[src/hdl/supply_ctl_pkg.sv]
package supply_ctl_pkg;

	// ==========================================================
	// register offsets on the 2-wire register port
	localparam logic [7:0] OFS_OUT_FN     = 8'h1f;
	localparam logic [7:0] OFS_BUCK_ONE   = 8'h21;
	localparam logic [7:0] OFS_BUCK_THREE = 8'h22;
	localparam logic [7:0] OFS_BUCK_TWO   = 8'h24;
	localparam logic [7:0] OFS_LINREG_ONE = 8'h26;

	// ==========================================================
	// writable bits, reset value, unmapped read answer
	localparam logic [7:0] MASK_OUT_FN  = 8'h1f;
	localparam logic [7:0] MASK_BUCK    = 8'h6f;
	localparam logic [7:0] MASK_LINREG  = 8'hef;
	localparam logic [7:0] RESET_VAL    = 8'h00;
	localparam logic [7:0] RD_UNMAPPED  = 8'h00;

	// ==========================================================
	// field positions
	localparam int BIT_ON          = 0;
	localparam int BIT_EN_SRC_LO   = 1;
	localparam int BIT_BUCK_CONF   = 3;
	localparam int BIT_PD_OFF      = 3;
	localparam int BIT_V_SRC_LO    = 5;
	localparam int BIT_LINREG_CONF = 7;
	localparam int BIT_P3_FN_LO    = 0;
	localparam int BIT_P4_FN_LO    = 3;

	// ==========================================================
	// supply slots, pin slots, counts
	localparam int NUM_SUPPLY = 4;
	localparam int NUM_GPI    = 4;
	localparam int NUM_PIN    = 2;
	localparam logic [1:0] IDX_BUCK_ONE   = 2'h0;
	localparam logic [1:0] IDX_BUCK_THREE = 2'h1;
	localparam logic [1:0] IDX_BUCK_TWO   = 2'h2;
	localparam logic [1:0] IDX_LINREG     = 2'h3;
	localparam int PIN3 = 0;
	localparam int PIN4 = 1;

	// ==========================================================
	// field encodings
	typedef enum logic [1:0] {
		SRC_SEQ  = 2'h0,
		SRC_GENERAL_INPUT_1 = 2'h1,
		SRC_GENERAL_INPUT_2 = 2'h2,
		SRC_GENERAL_INPUT_3 = 2'h3
	} src_t;

	typedef enum logic [1:0] {
		P4_STATIC = 2'h0,
		P4_FAULT  = 2'h1,
		P4_SEQ    = 2'h3
	} pin4_fn_t;

	typedef enum logic [2:0] {
		P3_STATIC = 3'h0,
		P3_FAULT  = 3'h1,
		P3_SEQ    = 3'h3,
		P3_FWD0   = 3'h4,
		P3_FWD1   = 3'h5,
		P3_FWD2   = 3'h6
	} pin3_fn_t;

endpackage : supply_ctl_pkg

[src/hdl/gpi_if.sv]
`timescale 1ns/100ps
`default_nettype none

// ==========================================================
// general inputs after synchronising, with edge pulses
interface gpi_if;
	logic [3:0] active_high;
	logic [3:0] active;
	logic [3:0] rise;
	logic [3:0] fall;

	modport det (input active_high, output active, rise, fall);
	modport use_side (output active_high, input active, rise, fall);
endinterface : gpi_if

`default_nettype wire

[src/hdl/gpi_edge_sync.sv]
`timescale 1ns/100ps
`default_nettype none

module gpi_edge_sync (
	input  wire logic       clk_in,
	input  wire logic       srst_in,
	input  wire logic [3:0] gpi_in,
	gpi_if.det              port
);

	logic [3:0] s1;
	logic [3:0] s2;
	logic [3:0] s3;
	logic [3:0] lvl;
	logic [3:0] next_lvl;
	logic [3:0] rise_q;
	logic [3:0] next_rise;
	logic [3:0] fall_q;
	logic [3:0] next_fall;

	// ==========================================================
	// edge detection on agreed levels
	// a level counts only once stages two and three agree
	always_comb begin
		next_lvl  = lvl;
		next_rise = 4'h0;
		next_fall = 4'h0;
		for (int i = 0; i < 4; i++) begin
			if (s2[i] == s3[i] && s3[i] != lvl[i]) begin
				next_lvl[i] = s3[i];
				next_rise[i] = s3[i] ~^ port.active_high[i];
				next_fall[i] = s3[i] ^ port.active_high[i];
			end
		end
	end

	// three-stage chain, first stage feeds only the second
	always_ff @(posedge clk_in) begin
		if (srst_in) begin
			s1     <= 4'h0;
			s2     <= 4'h0;
			s3     <= 4'h0;
			lvl    <= 4'h0;
			rise_q <= 4'h0;
			fall_q <= 4'h0;
		end else begin
			s1     <= gpi_in;
			s2     <= s1;
			s3     <= s2;
			lvl    <= next_lvl;
			rise_q <= next_rise;
			fall_q <= next_fall;
		end
	end

	// polarity applied after the level so a type change is no edge
	assign port.active = lvl ~^ port.active_high;
	assign port.rise   = rise_q;
	assign port.fall   = fall_q;
endmodule : gpi_edge_sync

`default_nettype wire

[src/hdl/supply_gpi_control_regs.sv]
// Summary of operation
// Pin 4 function bits 4:3 give static level, fault signal, sequencer drive or reserved 10.
// Pin 3 function bits 2:0 give static, fault, sequencer, or forward input 0, 1 or 2.
// Buck 1 bits 6:5 pick the sequencer or input 1-3; its edges pick voltage set A or B.
// Bits 2:1 of every supply pick the sequencer or input 1-3; its edges enable or disable.
// A buck's bit 0 enables it, applied only when the on/off ordering grants it.
// A buck's bit 3 marks it default or sequenced and kept on in power-down.
// Buck 3 has buck 1's layout with voltage source in bits 6:5 and bits 7, 4 reserved.
// Buck 2 has buck 1's layout with voltage source in bits 6:5.
// LDO 1 bit 7 is its default-or-sequenced bit and bits 6:5 its voltage source.
// LDO 1 bit 3 set keeps the pull-down off while disabled, else disabled means pulled down.
// LDO 1 bit 0 enables it, subject to the on/off ordering.
// A pin's mode bit is its level when static and its polarity, 1 active high, otherwise.
// Each supply holds a select bit, 0 for set A and 1 for set B, updated by input edges.
// Inputs are synchronised before edge detection; reserved bits read zero and ignore writes.
`timescale 1ns/100ps
`default_nettype none

module supply_gpi_control_regs (
	input  wire logic                                  CLK_IN,
	input  wire logic                                  SRST_IN,
	input  wire logic [7:0]                            REG_ADDR_IN,
	input  wire logic [7:0]                            REG_WDATA_IN,
	input  wire logic                                  REG_WR_IN,
	input  wire logic                                  REG_RD_IN,
	input  wire logic [supply_ctl_pkg::NUM_GPI-1:0]    GPI_IN,
	input  wire logic [supply_ctl_pkg::NUM_GPI-1:0]    GPI_ACTIVE_HIGH_IN,
	input  wire logic [supply_ctl_pkg::NUM_PIN-1:0]    PIN_LEVEL_POLARITY_IN,
	input  wire logic [supply_ctl_pkg::NUM_PIN-1:0]    SEQ_PIN_IN,
	input  wire logic [supply_ctl_pkg::NUM_SUPPLY-1:0] SEQ_VSEL_IN,
	input  wire logic [supply_ctl_pkg::NUM_SUPPLY-1:0] ORDER_GRANT_IN,
	input  wire logic                                  SUPPLY_FAULT_N_IN,
	output var  logic [7:0]                            REG_RDATA_OUT,
	output var  logic                                  REG_RVALID_OUT,
	output var  logic [supply_ctl_pkg::NUM_SUPPLY-1:0] SUPPLY_ON_OUT,
	output var  logic [supply_ctl_pkg::NUM_SUPPLY-1:0] VOLT_SET_B_OUT,
	output var  logic [supply_ctl_pkg::NUM_SUPPLY-1:0] DEFAULT_OR_SEQ_OUT,
	output var  logic                                  LINREG_PULLDOWN_OUT,
	output var  logic                                  PIN3_OUT,
	output var  logic                                  PIN4_OUT
);
	import supply_ctl_pkg::*;

	logic [7:0]            out_fn;
	logic [7:0]            next_out_fn;
	logic [7:0]            ctl [NUM_SUPPLY];
	logic [7:0]            next_ctl [NUM_SUPPLY];
	logic [NUM_SUPPLY-1:0] next_on;
	logic [NUM_SUPPLY-1:0] next_vsel;
	logic                  next_pd;
	logic                  next_pin3;
	logic                  next_pin4;
	logic [7:0]            next_rdata;
	logic                  next_rvalid;
	logic [2:0]            wdec;
	logic [2:0]            rdec;

	gpi_if gif ();

	assign gif.active_high = GPI_ACTIVE_HIGH_IN;

	gpi_edge_sync u_sync (
		.clk_in  (CLK_IN),
		.srst_in (SRST_IN),
		.gpi_in  (GPI_IN),
		.port    (gif.det)
	);

	// ==========================================================
	// helpers
	// address to {hit, slot}; used by both write and read paths
	function automatic logic [2:0] decode_addr(input logic [7:0] a);
		unique case (a)
			OFS_BUCK_ONE:   return {1'b1, IDX_BUCK_ONE};
			OFS_BUCK_THREE: return {1'b1, IDX_BUCK_THREE};
			OFS_BUCK_TWO:   return {1'b1, IDX_BUCK_TWO};
			OFS_LINREG_ONE: return {1'b1, IDX_LINREG};
			default:        return {1'b0, IDX_BUCK_ONE};
		endcase
	endfunction : decode_addr

	// edge of the input that a source field names; sequencer source sees none
	function automatic logic pick(input logic [1:0] src, input logic [3:0] v);
		return (src == SRC_SEQ) ? 1'b0 : v[src];
	endfunction : pick

	// polarity from the mode bit: 1 drives the active state high
	function automatic logic polar(input logic pol, input logic act);
		return pol ? act : ~act;
	endfunction : polar

	function automatic logic [7:0] wmask(input logic [1:0] idx);
		return (idx == IDX_LINREG) ? MASK_LINREG : MASK_BUCK;
	endfunction : wmask

	// ==========================================================
	// register file, supply state and pin functions
	always_comb begin
		next_out_fn = out_fn;
		next_ctl    = ctl;
		next_on     = SUPPLY_ON_OUT;
		next_vsel   = VOLT_SET_B_OUT;
		next_rdata  = REG_RDATA_OUT;
		next_rvalid = 1'b0;
		wdec        = decode_addr(REG_ADDR_IN);
		rdec        = decode_addr(REG_ADDR_IN);
		// host writes, reserved bits masked away
		if (REG_WR_IN) begin
			if (REG_ADDR_IN == OFS_OUT_FN) begin
				next_out_fn = REG_WDATA_IN & MASK_OUT_FN;
			end else if (wdec[2]) begin
				next_ctl[wdec[1:0]] = REG_WDATA_IN & wmask(wdec[1:0]);
			end
		end
		for (int i = 0; i < NUM_SUPPLY; i++) begin
			// input edge beats a host write of the same cycle
			if (pick(ctl[i][BIT_EN_SRC_LO +: 2], gif.rise)) begin
				next_ctl[i][BIT_ON] = 1'b1;
			end else if (pick(ctl[i][BIT_EN_SRC_LO +: 2], gif.fall)) begin
				next_ctl[i][BIT_ON] = 1'b0;
			end
			// voltage set select: sequencer copy or input edges
			if (ctl[i][BIT_V_SRC_LO +: 2] == SRC_SEQ) begin
				next_vsel[i] = SEQ_VSEL_IN[i];
			end else if (pick(ctl[i][BIT_V_SRC_LO +: 2], gif.rise)) begin
				next_vsel[i] = 1'b0; // see see see
			end else if (pick(ctl[i][BIT_V_SRC_LO +: 2], gif.fall)) begin
				next_vsel[i] = 1'b1; // see
			end
			// enable reaches the supply only in its ordering slot
			if (ORDER_GRANT_IN[i]) begin
				next_on[i] = ctl[i][BIT_ON]; // see
			end
		end
		// pull-down follows the actual supply state, not the request
		next_pd = ~SUPPLY_ON_OUT[IDX_LINREG] & ~ctl[IDX_LINREG][BIT_PD_OFF];
		unique case (out_fn[BIT_P4_FN_LO +: 2])
			P4_STATIC: next_pin4 = PIN_LEVEL_POLARITY_IN[PIN4]; // see
			P4_FAULT:  next_pin4 = polar(PIN_LEVEL_POLARITY_IN[PIN4], ~SUPPLY_FAULT_N_IN);
			P4_SEQ:    next_pin4 = polar(PIN_LEVEL_POLARITY_IN[PIN4], SEQ_PIN_IN[PIN4]);
			default:   next_pin4 = 1'b0; // reserved code holds the pin low
		endcase
		unique case (out_fn[BIT_P3_FN_LO +: 3])
			P3_STATIC: next_pin3 = PIN_LEVEL_POLARITY_IN[PIN3]; // see
			P3_FAULT:  next_pin3 = polar(PIN_LEVEL_POLARITY_IN[PIN3], ~SUPPLY_FAULT_N_IN);
			P3_SEQ:    next_pin3 = polar(PIN_LEVEL_POLARITY_IN[PIN3], SEQ_PIN_IN[PIN3]);
			P3_FWD0, P3_FWD1, P3_FWD2: begin
				next_pin3 = polar(PIN_LEVEL_POLARITY_IN[PIN3],
					gif.active[out_fn[BIT_P3_FN_LO +: 2]]);
			end
			default:   next_pin3 = 1'b0;
		endcase
		// reads return the value before any write of the same cycle
		if (REG_RD_IN) begin
			next_rvalid = 1'b1;
			if (REG_ADDR_IN == OFS_OUT_FN) begin
				next_rdata = out_fn;
			end else if (rdec[2]) begin
				next_rdata = ctl[rdec[1:0]];
			end else begin
				next_rdata = RD_UNMAPPED;
			end
		end
	end

	always_ff @(posedge CLK_IN) begin
		if (SRST_IN) begin
			out_fn              <= RESET_VAL;
			for (int i = 0; i < NUM_SUPPLY; i++) begin
				ctl[i] <= RESET_VAL;
			end
			SUPPLY_ON_OUT       <= '0;
			VOLT_SET_B_OUT      <= '0;
			LINREG_PULLDOWN_OUT <= 1'b1;
			PIN3_OUT            <= 1'b0;
			PIN4_OUT            <= 1'b0;
			REG_RDATA_OUT       <= RESET_VAL;
			REG_RVALID_OUT      <= 1'b0;
		end else begin
			out_fn              <= next_out_fn;
			ctl                 <= next_ctl;
			SUPPLY_ON_OUT       <= next_on;
			VOLT_SET_B_OUT      <= next_vsel;
			LINREG_PULLDOWN_OUT <= next_pd;
			PIN3_OUT            <= next_pin3;
			PIN4_OUT            <= next_pin4;
			REG_RDATA_OUT       <= next_rdata;
			REG_RVALID_OUT      <= next_rvalid;
		end
	end

	// ==========================================================
	// configuration bits: bucks hold it in bit 3, the LDO in bit 7
	generate
		for (genvar g = 0; g < NUM_SUPPLY; g++) begin : g_conf
			if (g == IDX_LINREG) begin : g_lin
				assign DEFAULT_OR_SEQ_OUT[g] = ctl[g][BIT_LINREG_CONF];
			end else begin : g_buck
				assign DEFAULT_OR_SEQ_OUT[g] = ctl[g][BIT_BUCK_CONF];
			end
		end
	endgenerate
endmodule : supply_gpi_control_regs

`default_nettype wire

[config.mk]
export PLATFORM = sky130hd
export DESIGN_NAME = supply_gpi_control_regs
export DESIGN_NICKNAME = d
export VERILOG_FILES = /design/src/hdl/supply_ctl_pkg.sv /design/src/hdl/gpi_if.sv /design/src/hdl/gpi_edge_sync.sv /design/src/hdl/supply_gpi_control_regs.sv
export SDC_FILE = /design/constraint.sdc
export NUM_CORES = 1
export LEC_CHECK = 0
export BUFFER_PORTS_ARGS = -buffer_cell sky130_fd_sc_hd__buf_2
export CORE_MARGIN = 3
export CORE_UTILIZATION = 41
export CTS_CLUSTER_DIAMETER = 50
export CTS_CLUSTER_SIZE = 24
export DETAILED_ROUTE_END_ITERATION = 10
export PLACE_DENSITY = 0.59
export SKIP_CTS_REPAIR_TIMING = 1
export SYNTH_ARGS = -nofsm -noshare
export SYNTH_HDL_FRONTEND = slang
export SYNTH_SLANG_ARGS = --single-unit
[constraint.sdc]
create_clock -name CLK_IN -period 1.7 [get_ports CLK_IN]
set_input_delay 0.17 -clock CLK_IN [delete_from_list [all_inputs] [get_ports CLK_IN]]
set_output_delay 0.17 -clock CLK_IN [all_outputs]
set_load 0.005 [all_outputs]
==> results.txt <==
Reg clk slew, reported paths: 0.08 ns
io pins: 65
Most used DFF post-synth: dfxtp_1
Place WS: 0.0648 ns
clk buf depth: 2
fillers: 790
NumNets Final: 494
fin. max-slew vios: 0
Seq cells post-synth: 75
Final WS setup: 0.399 ns
Die ar.: 9590 um^2
Max-Cap Viols: 0
initial antenna violation count: 0
Hold Path Depth: 2
Hold Path End: u_sync.s1[2]
Int Pwr: 2.65 mW
most frequent cells after synthesis: nor2_1 (76), dfxtp_1 (75), mux2i_1 (35)
First DRT Iteration DRCs: 130
r2r setup slk: 0.40 ns
share of flip-flops with an asynchronous set or reset: 0%
Rows: 32
CTS Sinks: 75
post-DR vias/cell: 5.24
clock power share: 40.7%
worst hold start: GPI_IN[2]
Clock Latency Late Sink: 0.34 ns
Rel. slew slack: 75.0%
total power: 3.47 mW
worst-case reg-to-reg path depth: 5
number of routed nets with antenna violations: 0
endpoint of the worst register-to-register path: REG_RDATA_OUT[2]
Max Fclk: 769 MHz
sw frac: 23.5%
cell area after layout: 4100 um^2
H-Tree Depth: 3
period utilization: 76.5%
number of flops mapped to enable cells by yosys: 0
die width: 97.9 um
1st-pass router iterations: 4
Synth area leader: dfxtp_1
number of synthesis warnings: 0
worst slew pin tran: 0.375 ns
Hold Path Class: in -> reg
layout cells sized above 1: 23.6%
vias in the first global route: 2790
startpoint types: flip-flop
RSZ-0062 raised after global routing: false
Routed wire per std cell: 14.8 um
overall routing resource usage: 17.5%
crit path capture type: flip-flop
DRC: 0
clock skew: 0.0140 ns
peak supply drop: 0.476 mV
final RePlAce weighted congestion: 0.836
I/O Buffers: 64
Cell Area, Synth: 3460 um^2
via count: 2934
leak pwr: 1.79 nW
first-pass GRT wire length: 13.7 mm
gr ovfl total: 0
largest net degree at the start of global routing: 54
area growth from synthesis to layout: 18.3%
WP data required: 1.98 ns
Initial Util: 43.5%
Fin. Hold Viols: 0
Psw: 0.813 mW
critical path peak fanout: 5
Mapped Cells: 392
setup TNS: 0 ns
synth top area cells: dfxtp_1 (43%), mux2i_1 (10%), nor2_1 (8.2%)
CTS tree: done
CTS Buf Count: 9
final wirelength: 8.31 mm
FF-to-FF Start: ctl[10]
Seq pwr share: 51.7%
Post-Syn Nets: 433
share of the synthesized area in the top cell type: 43.4%
Final min period: 1.30 ns
most frequent cell after synthesis: nor2_1
Die Y: 97.9 um
Clk Tree Root Cell: clkbuf_8
register area share after synthesis: 43.4%
CP Class: reg -> reg
Ant. Diodes: 0
status: completed
Setup-failing EPs final: 0
syn_area_per_cell: 8.84 um^2
HPWL Detailed: 6.06 mm
Pwr Density: 847 nW/um^2
Post-DP Area: 3890 um^2
count of different cell masters after synthesis: 48
core area: 7970 um^2
CP arrival: 1.58 ns
Logic pwr share: 7.5%
-- per-stage QoR --
stage               hold WS (ns)  std cells  utilization (%)
finish                    0.0350        560             51.4
global route              0.0312        560             51.4
CTS                       0.0167        560             51.4
floorplan                  0.298        392                -
global placement           0.376        544             48.9
detailed placement         0.384        544             48.9
-- power groups by stage --
stage,sequential [mW],combinational [mW],clock (mW)
3_3_place_gp,1.84,0.260,0
5_1_grt,1.80,0.291,1.53
2_1_floorplan,1.84,0.150,0
4_1_cts,1.79,0.263,1.44
3_5_place_dp,1.84,0.262,0
6_report,1.79,0.260,1.41
-- registers in the layout, indices dropped and copies added (netlist names), 4 cells and up --
register	count
u_sync.s3	4
u_sync.s1	4
VOLT_SET_B_OUT	4
out_fn	5
u_sync.lvl	4
SUPPLY_ON_OUT	4
ctl	24
DEFAULT_OR_SEQ_OUT	4
u_sync.s2	4
REG_RDATA_OUT	8
-- area by class of cell --
type	instances	area, um^2	share of cell area (%)
Multi-Input combinational cell	287	1810	44.3
Sequential cell	75	1500	36.7
Timing Repair Buffer	76	435	10.6
Clock buffer	12	155	3.79
Tap cell	102	128	3.12
Clock inverter	4	48.8	1.19
Inverter	4	15.0	0.367
-- cells by family (layout without fill, tap and decap cells) --
| kind of cell | Yosys count | count (layout) | synth area share [%] |
|---|---|---|---|
| xor gates and xnor gates | 9 | 9 | 2.28 |
| buffers and inverters | 30 | 96 | 4.30 |
| DFF | 75 | 75 | 43.4 |
| muxes | 46 | 46 | 13.7 |
| AOI/OAI and AO/OA | 75 | 75 | 14.5 |
| and+or+nand+nor | 157 | 157 | 21.9 |
-- critical path: stages (launching register included) --
cell and delay, ns:
dfxtp_1 0.41, a21oi_1 0.09, o2bb2ai_1 0.15, nand2_1 0.07, o311a_1 0.35, nor3_1 0.15
-- cells in the final DEF (no fill, tap or decap), types with 3 or more instances in the layout --
| master | synthesis | layout |
|---|---|---|
| o21ai_0 | 9 | 9 |
| a211oi_1 | 11 | 11 |
| o22ai_1 | 4 | 4 |
| a22oi_1 | 4 | 4 |
| inv_1 | 4 | 4 |
| nand3_1 | 8 | 8 |
| mux2_2 | 11 | 11 |
| dfxtp_1 | 75 | 75 |
| nor2_1 | 76 | 76 |
| buf_2 | 5 | 64 |
| a21oi_1 | 22 | 22 |
| a221o_1 | 4 | 4 |
| nor3_1 | 10 | 10 |
| buf_4 | 4 | 10 |
| xor2_1 | 3 | 3 |
| nand2b_1 | 4 | 4 |
| clkbuf_8 | 0 | 11 |
| xnor2_1 | 6 | 6 |
| nand2_1 | 23 | 23 |
| o31ai_1 | 3 | 3 |
| nor2b_1 | 22 | 22 |
| a31oi_1 | 5 | 5 |
| mux2i_1 | 35 | 35 |
-- worst max-delay path by stage --
| stage | start | end | slack (ns) |
|---|---|---|---|
| after detailed placement | REG_ADDR_IN[4] | ctl[8] | 0.06 |
| final | ctl[10] | REG_RDATA_OUT[2] | 0.40 |
| after CTS | ctl[10] | REG_RDATA_OUT[2] | 0.39 |
| after global routing | ctl[10] | REG_RDATA_OUT[2] | 0.27 |
| after global placement | REG_ADDR_IN[4] | ctl[17] | 0.08 |
| after floorplan | REG_ADDR_IN[0] | ctl[8] | 0.15 |
-- routing by layer --
metal / track usage (%) / part of all wire, % / vias up
li1: - / - / 1496
met1: 23.9 / 49 / 1371
met2: 27.3 / 45 / 57
met3: 4.64 / 4.3 / 10
met4: 5.22 / 1.3 / 0
met5: 0 / 0 / -
Note: power is estimated with default switching activity, not from simulation.
